$ cat src/logic/flash_spm_map.svh
`ifndef FLASH_SPM_MAP_SVH
`define FLASH_SPM_MAP_SVH

// ----------------------------------------
// Register offsets
// ----------------------------------------
`define CTRL_OFS        4'h0
`define STAT_OFS        4'h1

// ----------------------------------------
// Control register fields
// ----------------------------------------
`define SPE_BIT         0
`define CMD_LSB         1
`define CMD_MSB         5
`define RBUSY_BIT       6
`define CTRL_RESET      6'h00

// Command field, bits 5..1
`define CMD_LOAD        5'h00
`define CMD_ERASE       5'h01
`define CMD_WRITE       5'h02
`define CMD_FUSE_LOCK   5'h04
`define CMD_REEN        5'h08
`define CMD_SIG         5'h10

// ----------------------------------------
// Acceptance windows
// ----------------------------------------
`define WIN_SPM         3'h4
`define WIN_LPM_LAST    3'h2
`define WIN_SPM_LAST    3'h1

// ----------------------------------------
// Pointer addresses for special reads
// ----------------------------------------
`define Z_FUSE_LOW      16'h0000
`define Z_LOCK          16'h0001
`define Z_FUSE_EXT      16'h0002
`define Z_FUSE_HIGH     16'h0003
`define Z_SIG1          16'h0000
`define Z_OSC_CAL       16'h0001
`define Z_SIG2          16'h0002
`define Z_SIG3          16'h0004
`define RESERVED_BYTE   8'hFF

// ----------------------------------------
// Flash geometry
// ----------------------------------------
`define FLASH_TOP_LARGE 14'h3FFF
`define BOOT_MIN_WORDS  14'h0100
`define NO_READ_WHILE_WRITE_REGION_WORDS      14'h0800

// ----------------------------------------
// Write timing
// ----------------------------------------
`define PROG_MIN_US     3700
`define PROG_MAX_US     4500
`define RC_OSC_KHZ      8000
`define PROG_TICKS      ((`PROG_MIN_US * `RC_OSC_KHZ + 999) / 1000)

`endif

$ cat src/logic/flash_spm_pkg.sv
package flash_spm_pkg;

  typedef enum logic [2:0] {
    ST_IDLE  = 3'b001,
    ST_ARMED = 3'b010,
    ST_PROG  = 3'b100
  } spm_state_t;

  typedef enum logic [1:0] {
    OP_ERASE = 2'h0,
    OP_WRITE = 2'h1,
    OP_LOCK  = 2'h2
  } prog_op_t;

endpackage

$ cat src/logic/flash_write_timer.sv
`timescale 1ns/1ns
`include "flash_spm_map.svh"

module flash_write_timer import flash_spm_pkg::*; #(
  parameter int PROG_TICKS = `PROG_TICKS
) (
  input  wire logic       ref_clk,
  input  wire logic       por_n,
  input  wire logic       rc_osc,
  input  wire logic       start,
  input  prog_op_t        op,
  input  wire logic [7:0] page,
  output logic            busy,
  output logic            done,
  output logic            erase,
  output logic            write,
  output logic            lock_write,
  output logic [7:0]      page_out
);

  localparam logic [15:0] TICKS = 16'(PROG_TICKS);

  logic       rc_s1_q, rc_s2_q, rc_s3_q;
  logic       busy_q, busy_d, done_q, done_d;
  logic [2:0] op_q, op_d;
  logic [7:0] page_q, page_d;
  logic [15:0] cnt_q, cnt_d;
  logic       rc_edge;

  // ----------------------------------------
  // Oscillator edge count, survives system reset
  // ----------------------------------------
  assign rc_edge = rc_s2_q & ~rc_s3_q;

  always_comb begin
    busy_d = busy_q;
    done_d = 1'b0;
    op_d   = op_q;
    page_d = page_q;
    cnt_d  = cnt_q;
    if (!busy_q && start) begin
      busy_d = 1'b1;
      cnt_d  = 16'h0000;
      page_d = page;
      op_d   = {op == OP_LOCK, op == OP_WRITE, op == OP_ERASE};
    end else if (busy_q && rc_edge) begin
      if (cnt_q == TICKS - 16'h0001) begin
        busy_d = 1'b0;
        done_d = 1'b1;
        op_d   = 3'h0;
      end else begin
        cnt_d = cnt_q + 16'h0001;
      end
    end
  end

  always_ff @(posedge ref_clk or negedge por_n) begin
    if (!por_n) begin
      rc_s1_q <= 1'b0;
      rc_s2_q <= 1'b0;
      rc_s3_q <= 1'b0;
      busy_q  <= 1'b0;
      done_q  <= 1'b0;
      op_q    <= 3'h0;
      page_q  <= 8'h00;
      cnt_q   <= 16'h0000;
    end else begin
      rc_s1_q <= rc_osc;
      rc_s2_q <= rc_s1_q;
      rc_s3_q <= rc_s2_q;
      busy_q  <= busy_d;
      done_q  <= done_d;
      op_q    <= op_d;
      page_q  <= page_d;
      cnt_q   <= cnt_d;
    end
  end

  assign busy       = busy_q;
  assign done       = done_q;
  assign erase      = op_q[0];
  assign write      = op_q[1];
  assign lock_write = op_q[2];
  assign page_out   = page_q;

endmodule

$ cat src/logic/flash_selfprog.sv
`timescale 1ns/1ns
`include "flash_spm_map.svh"

module flash_selfprog import flash_spm_pkg::*; #(
  parameter logic [13:0] FLASH_TOP  = `FLASH_TOP_LARGE,
  parameter int          PROG_TICKS = `PROG_TICKS,
  // Arbitrary identification values
  parameter logic [7:0]  SIG_BYTE1  = 8'hA5,
  parameter logic [7:0]  SIG_BYTE2  = 8'h5A,
  parameter logic [7:0]  SIG_BYTE3  = 8'h3C
) (
  input  wire logic        ref_clk,
  input  wire logic        rst_n,
  input  wire logic        por_n,
  input  wire logic [3:0]  reg_addr,
  input  wire logic [7:0]  reg_wdata,
  input  wire logic        reg_wr,
  input  wire logic        reg_rd,
  output logic [7:0]       reg_rdata,
  input  wire logic [15:0] z_ptr,
  input  wire logic [15:0] r1r0,
  input  wire logic        lpm_req,
  input  wire logic        spm_req,
  input  wire logic [7:0]  flash_rdata,
  output logic [7:0]       lpm_data,
  input  wire logic [7:0]  fuse_low_prog,
  input  wire logic [7:0]  fuse_high_prog,
  input  wire logic [2:0]  fuse_ext_prog,
  input  wire logic [5:0]  lock_prog,
  input  wire logic [7:0]  osc_cal,
  input  wire logic [1:0]  boot_size_fuses,
  input  wire logic        eeprom_write_pending,
  input  wire logic        rc_osc,
  input  wire logic [13:0] fetch_addr,
  output logic             fetch_blocked,
  output logic [13:0]      boot_start,
  output logic             region_busy_flag,
  output logic             buf_load,
  output logic             buf_clear,
  output logic [5:0]       buf_word,
  output logic [15:0]      buf_data,
  output logic             flash_busy,
  output logic             flash_erase,
  output logic             flash_write,
  output logic             lock_write,
  output logic [7:0]       flash_page
);

  localparam logic [13:0] RWW_TOP = FLASH_TOP - `NO_READ_WHILE_WRITE_REGION_WORDS;

  // ----------------------------------------
  // Decoding helpers
  // ----------------------------------------
  function automatic logic in_rww(input logic [13:0] a);
    in_rww = (a <= RWW_TOP);
  endfunction

  function automatic logic [7:0] fuse_byte(input logic [15:0] z,
      input logic [7:0] lo, input logic [7:0] hi,
      input logic [2:0] ext, input logic [5:0] lk);
    case (z)
      `Z_FUSE_LOW:  fuse_byte = ~lo;
      `Z_LOCK:      fuse_byte = {2'b11, ~lk};
      `Z_FUSE_EXT:  fuse_byte = {5'h1F, ~ext};
      `Z_FUSE_HIGH: fuse_byte = ~hi;
      default:      fuse_byte = `RESERVED_BYTE;
    endcase
  endfunction

  function automatic logic [7:0] sig_byte(input logic [15:0] z,
      input logic [7:0] cal);
    case (z)
      `Z_SIG1:    sig_byte = SIG_BYTE1;
      `Z_OSC_CAL: sig_byte = cal;
      `Z_SIG2:    sig_byte = SIG_BYTE2;
      `Z_SIG3:    sig_byte = SIG_BYTE3;
      default:    sig_byte = `RESERVED_BYTE;
    endcase
  endfunction

  // ----------------------------------------
  // State
  // ----------------------------------------
  spm_state_t  st_q, st_d;
  prog_op_t    op;
  logic [5:0]  ctrl_q, ctrl_d;
  logic [2:0]  cnt_q, cnt_d;
  logic        rbusy_q, rbusy_d;
  logic [7:0]  rdata_q, rdata_d;
  logic [7:0]  lpm_q, lpm_d;
  logic        blk_q, blk_d;
  logic [13:0] boot_q, boot_d;
  logic        load_q, load_d, clr_q, clr_d;
  logic [5:0]  word_q, word_d;
  logic [15:0] data_q, data_d;
  logic        start;
  logic        tmr_busy, tmr_done;
  logic [4:0]  cmd;
  logic        fuse_sel, sig_sel, lpm_ok, spm_ok;
  logic [13:0] page_addr;
  logic [13:0] boot_words;

  assign cmd       = ctrl_q[`CMD_MSB:`CMD_LSB];
  assign fuse_sel  = (cmd == `CMD_FUSE_LOCK);
  assign sig_sel   = (cmd == `CMD_SIG);
  assign lpm_ok    = (st_q == ST_ARMED) && (cnt_q >= `WIN_LPM_LAST);
  assign spm_ok    = (st_q == ST_ARMED) && (cnt_q != 3'h0);
  assign page_addr = {z_ptr[14:7], 6'h00};
  assign boot_words = 14'(`BOOT_MIN_WORDS << ~boot_size_fuses);

  // ----------------------------------------
  // Command sequencing
  // ----------------------------------------
  always_comb begin
    st_d    = st_q;
    ctrl_d  = ctrl_q;
    rbusy_d = rbusy_q;
    load_d  = 1'b0;
    clr_d   = 1'b0;
    word_d  = word_q;
    data_d  = data_q;
    start   = 1'b0;
    op      = OP_ERASE;
    cnt_d   = (cnt_q != 3'h0) ? cnt_q - 3'h1 : 3'h0;
    case (st_q)
      ST_IDLE: begin
        // Ignored while eeprom or flash write is busy
        if (reg_wr && reg_addr == `CTRL_OFS && reg_wdata[`SPE_BIT] &&
            !eeprom_write_pending && !tmr_busy) begin
          ctrl_d = reg_wdata[5:0];
          cnt_d  = `WIN_SPM;
          st_d   = ST_ARMED;
        end
      end
      ST_ARMED: begin
        if (lpm_req && lpm_ok && (fuse_sel || sig_sel)) begin
          ctrl_d = `CTRL_RESET;
          st_d   = ST_IDLE;
        end else if (spm_req && spm_ok && !sig_sel) begin
          ctrl_d = `CTRL_RESET;
          st_d   = ST_IDLE;
          case (cmd)
            `CMD_LOAD: begin
              load_d = 1'b1;
              word_d = z_ptr[6:1];
              data_d = r1r0;
            end
            `CMD_ERASE, `CMD_WRITE, `CMD_FUSE_LOCK: begin
              start  = 1'b1;
              op     = (cmd == `CMD_ERASE) ? OP_ERASE :
                       (cmd == `CMD_WRITE) ? OP_WRITE : OP_LOCK;
              data_d = r1r0;
              ctrl_d = ctrl_q;
              st_d   = ST_PROG;
              if (cmd != `CMD_FUSE_LOCK && in_rww(page_addr)) begin
                rbusy_d = 1'b1;
              end
            end
            `CMD_REEN: begin
              if (!tmr_busy) begin
                rbusy_d = 1'b0;
                clr_d   = 1'b1;
              end
            end
            default: ;
          endcase
        end else if ((sig_sel && cnt_q == `WIN_LPM_LAST) ||
                     cnt_q == `WIN_SPM_LAST) begin
          ctrl_d = `CTRL_RESET;
          st_d   = ST_IDLE;
        end
      end
      ST_PROG: begin
        if (tmr_done) begin
          ctrl_d = `CTRL_RESET;
          st_d   = ST_IDLE;
        end
      end
      default: begin
        ctrl_d = `CTRL_RESET;
        st_d   = ST_IDLE;
      end
    endcase
  end

  // ----------------------------------------
  // Load data, register reads, region map
  // ----------------------------------------
  always_comb begin
    lpm_d = lpm_q;
    if (lpm_req) begin
      if (lpm_ok && fuse_sel) begin
        lpm_d = fuse_byte(z_ptr, fuse_low_prog, fuse_high_prog,
                          fuse_ext_prog, lock_prog);
      end else if (lpm_ok && sig_sel) begin
        lpm_d = sig_byte(z_ptr, osc_cal);
      end else begin
        lpm_d = flash_rdata;
      end
    end
    rdata_d = 8'h00;
    if (reg_rd) begin
      case (reg_addr)
        `CTRL_OFS: rdata_d = {1'b0, rbusy_q, ctrl_q[5:1],
                              ctrl_q[`SPE_BIT] | tmr_busy};
        `STAT_OFS: rdata_d = {6'h00, eeprom_write_pending, tmr_busy};
        default:   rdata_d = 8'h00;
      endcase
    end
    blk_d  = in_rww(fetch_addr) && (rbusy_q || tmr_busy);
    boot_d = FLASH_TOP - boot_words + 14'h0001;
  end

  always_ff @(posedge ref_clk or negedge rst_n) begin
    if (!rst_n) begin
      st_q    <= ST_IDLE;
      ctrl_q  <= `CTRL_RESET;
      cnt_q   <= 3'h0;
      rbusy_q <= 1'b0;
      rdata_q <= 8'h00;
      lpm_q   <= 8'h00;
      blk_q   <= 1'b0;
      boot_q  <= 14'h0000;
      load_q  <= 1'b0;
      clr_q   <= 1'b0;
      word_q  <= 6'h00;
      data_q  <= 16'h0000;
    end else begin
      st_q    <= st_d;
      ctrl_q  <= ctrl_d;
      cnt_q   <= cnt_d;
      rbusy_q <= rbusy_d;
      rdata_q <= rdata_d;
      lpm_q   <= lpm_d;
      blk_q   <= blk_d;
      boot_q  <= boot_d;
      load_q  <= load_d;
      clr_q   <= clr_d;
      word_q  <= word_d;
      data_q  <= data_d;
    end
  end

  // ----------------------------------------
  // Write timer
  // ----------------------------------------
  flash_write_timer #(
    .PROG_TICKS (PROG_TICKS)
  ) u_timer (
    .ref_clk    (ref_clk),
    .por_n      (por_n),
    .rc_osc     (rc_osc),
    .start      (start),
    .op         (op),
    .page       (z_ptr[14:7]),
    .busy       (tmr_busy),
    .done       (tmr_done),
    .erase      (flash_erase),
    .write      (flash_write),
    .lock_write (lock_write),
    .page_out   (flash_page)
  );

  assign reg_rdata        = rdata_q;
  assign lpm_data         = lpm_q;
  assign fetch_blocked    = blk_q;
  assign boot_start       = boot_q;
  assign region_busy_flag = rbusy_q;
  assign buf_load         = load_q;
  assign buf_clear        = clr_q;
  assign buf_word         = word_q;
  assign buf_data         = data_q;
  assign flash_busy       = tmr_busy;

endmodule

$ cat config.mk
export PLATFORM = sky130hd
export DESIGN_NAME = flash_selfprog
export DESIGN_NICKNAME = d
export VERILOG_FILES = /design/src/logic/flash_spm_pkg.sv /design/src/logic/flash_write_timer.sv /design/src/logic/flash_selfprog.sv
export VERILOG_INCLUDE_DIRS = /design/src /design/src/logic
export SDC_FILE = /design/constraint.sdc
export NUM_CORES = 1
export LEC_CHECK = 0
export BUFFER_PORTS_ARGS = -buffer_cell sky130_fd_sc_hd__clkbuf_2
export CORE_MARGIN = 2
export CORE_UTILIZATION = 37
export CTS_CLUSTER_SIZE = 12
export DETAILED_ROUTE_END_ITERATION = 8
export GPL_TIMING_DRIVEN = 0
export PLACE_DENSITY = 0.66
export SLEW_MARGIN = 20
export SYNTH_ARGS = -nofsm -noshare
export SYNTH_HDL_FRONTEND = slang
export SYNTH_SLANG_ARGS = --single-unit
$ cat constraint.sdc
create_clock -name ref_clk -period 5.9 [get_ports ref_clk]
set_clock_uncertainty 0.15 [all_clocks]
set_input_delay 0 -clock ref_clk [delete_from_list [all_inputs] [get_ports ref_clk]]
set_output_delay 0 -clock ref_clk [all_outputs]
set_load 0.05 [all_outputs]
==> results.cfg <==
[logic_synthesis]
yosys.area.top_type = dfrtp_1
synth_top_family_by_area = simple AND/OR/NAND/NOR gates
syn_area_sq_um = 4430
synth.top_cell.area_share_pct = 50.8
synth_xor_area_share_pct = 3.36
yosys.area_share.adder_pct = 0.564
ys_seq_area_share_pct = 51.4
synthMuxAreaShare_pct = 11.7
ys_types = 63
synth.avg_cell_area_sq_um = 11.2
synth_compound_area_share_pct = 10.8
synth_most_common_cell = dfrtp_1
synth_edf_count = 0
synthArstFlopShare_pct = 100
syn_inst = 396
ys_seq_elements = 91
synth_top_flop_cell = dfrtp_1
yosys-top-cells-count = dfrtp_1, nor2_1, nand2_1
synth-simple-area-share_pct = 17.4
synth.area.top_cells = dfrtp_1, mux2_2, nor2_1
synth_warnings = 0

[layout]
drive_gt1_share_pct = 34.5
area_growth_pct = 43.7
final_nets = 744
diodes = 0
final_cell_area_sq_um = 6370
n_fill_cell = 1027

[critical_path]
slowest_delay_ns = 0.56
crit_buf_inv = 3
cp_max_fo = 10
required_ns = 5.98
crit_family = simple AND/OR/NAND/NOR gates
crit_path_frequent_cell = buf_2
cp-end-kind = flip-flop
path_class = reg -> reg
cp_data_arrival_time_ns = 3.21
worstPathCellList = buf_2, or3_1, buf_2, nor4_4, nand4_1, nor3_1, o211ai_1, dlygate4sd3_1
cp_slowest_cell = nor4_4
start_kind = flip-flop

[drt]
drtPass1Iterations = 4
drt_wl_total_um = 11500
num_vias = 3863
viasPerCell = 4.95
route.detailed.drc = 0
ant_nets = 0
drt_iter0_drc = 179
routedWlPerCell_um = 14.7

[min_path]
hp-class = in -> reg

[cts]
cts_setup_buffers = 0
cts_root_buffer = clkbuf_16
numCtsBuffers = 9
cts_tree = done
cts-hold-fix-buffers = 63
worstSkewPairLatency_ns = 0.34
cts-resized-gates = 0
htree_levels = 3
cts_sinks = 91
clk_path_buf_depth = 2
cts.clk_slew.worst_paths_ns = 0.07

[floorplan]
rows = 39
core_sq_um = 11600
die_area_sq_um = 12900
io_pins = 178
die_w_um = 113
die_y_um = 113
start_util_pct = 38.3

[sta]
max_freq_mhz = 320
relSlewSlack_pct = 40.5
tightest_slew_ns = 0.884
fin_ws_ns = 2.77
min_period_ns = 3.13
tns_ns = 0
rsz0062_at_grt = no
hold_viol = 0
slew_violations = 0
fin_crit_sh_pct = 53.0
setup_viol = 0

[grt]
grt_start_max_net_pins = 40
grt_pass1_wl_um = 18700
grt_pass1_vias = 3929
grt_usage_pct = 18.1
grt_antenna_before_repair = 0
grt_overflow = 0

[placement]
hpwl_um = 8110
port_buffers = 152
post-place-ws_ns = 3.09
routabilityCongestion = 0.807
place_area_sq_um = 5430

[pwr]
p_leak_uw = 0.00300
powerDensity_nw_per_um2 = 243
ir_worst_vdd_uv = 137

[flow_run]
maxCapViolCount = 0

[outcome]
status = completed
==> worst register-to-register path: cells and delay by family, from the launching register on <==
| family | cells | cell delay, ns |
|---|---|---|
| AND/OR/NAND/NOR | 4 | 1.48 |
| AO/OA/AOI/OAI | 1 | 0.12 |
| buffers and inverters | 3 | 0.92 |
| flip-flops | 1 | 0.35 |
==> logic make-up after synthesis <==
family | Yosys count
DFF | 91
adders and majority gates | 2
and+or+nand+nor | 141
other | 2
buffers and inverters | 37
xor gates and xnor gates | 17
AOI/OAI and AO/OA | 65
muxes | 41
==> sequential cells by signal, summed over array words and instances (netlist names), 6 cells and up <==
name	flops
u_timer.cnt_q	16
reg_rdata	7
boot_start	6
lpm_data	8
ctrl_q	6
buf_word	6
buf_data	16
u_timer.page_out	8
==> worst paths after layout <==
path                                        end              start  depth (start not counted)  slack, ns
worst max register to register      lpm_data[6]          ctrl_q[2]                          8       2.77
max in group asynchronous         fetch_blocked              rst_n                          3       4.29
worst max-delay path                lpm_data[6]          ctrl_q[2]                          8       2.77
worst min-delay path                lpm_data[4]  fuse_high_prog[4]                          5       0.02
min in group asynchronous           buf_data[5]              rst_n                          3       0.04
worst min register to register  u_timer.rc_s2_q    u_timer.rc_s1_q                          0       0.22
==> per-stage QoR <==
stage | power [uW] | utilization [%] | instances | hold slack, ns
2_1_floorplan | 831 | - | 405 | -0.446
3_3_place_gp | 911 | 46.7 | 700 | -0.0388
3_5_place_dp | 917 | 46.9 | 701 | -0.213
4_1_cts | 1560 | 55.1 | 780 | 0.00344
5_1_grt | 1610 | 55.1 | 780 | 0.0469
6_report | 1550 | 55.1 | 780 | 0.0214
==> metal layers <==
metal / GRT usage (%) / vias up / part of all wire (%)
li1: - / 1872 / -
met1: 23.2 / 1849 / 44
met2: 31.0 / 134 / 50
met3: 3.72 / 8 / 5.2
met4: 5.69 / 0 / 1.0
met5: 0 / - / 0
==> final cells by class <==
type	instances	area, sq um	share of cell area, %
clock inverters	4	75.1	1.18
well taps	143	179	2.81
inverters	9	33.8	0.530
clock buffers	12	236	3.71
repair buffers	216	1410	22.2
flip-flops and latches	91	2280	35.8
multi-input cells	277	1980	31.1
plain buffers	28	170	2.67
==> cell usage in the layout, fill, tap and decap left out, types with 7 or more instances in the layout <==
cell,netlist,final
clkbuf_2,0,151
dfrtp_1,90,90
dlygate4sd3_1,0,63
nor2_1,34,34
nand2_1,26,26
mux2_2,13,13
o21ai_0,12,12
nor3_1,11,11
clkbuf_1,8,11
conb_1,2,11
mux2_1,10,10
inv_1,9,9
nor3b_1,9,9
xor2_1,9,9
buf_4,9,9
clkbuf_16,0,9
nand2b_1,8,8
a21oi_1,8,8
xnor2_1,8,8
mux2_4,8,8
buf_2,7,7
mux2i_1,7,7
nand3_1,7,7
==> power by group <==
part	internal (uW)	switching, uW	leakage, uW
registers	649	15.0	0.00109
clock network	372	236	0.000143
logic	108	168	0.00177
Note: power is estimated with default switching activity, not from simulation.
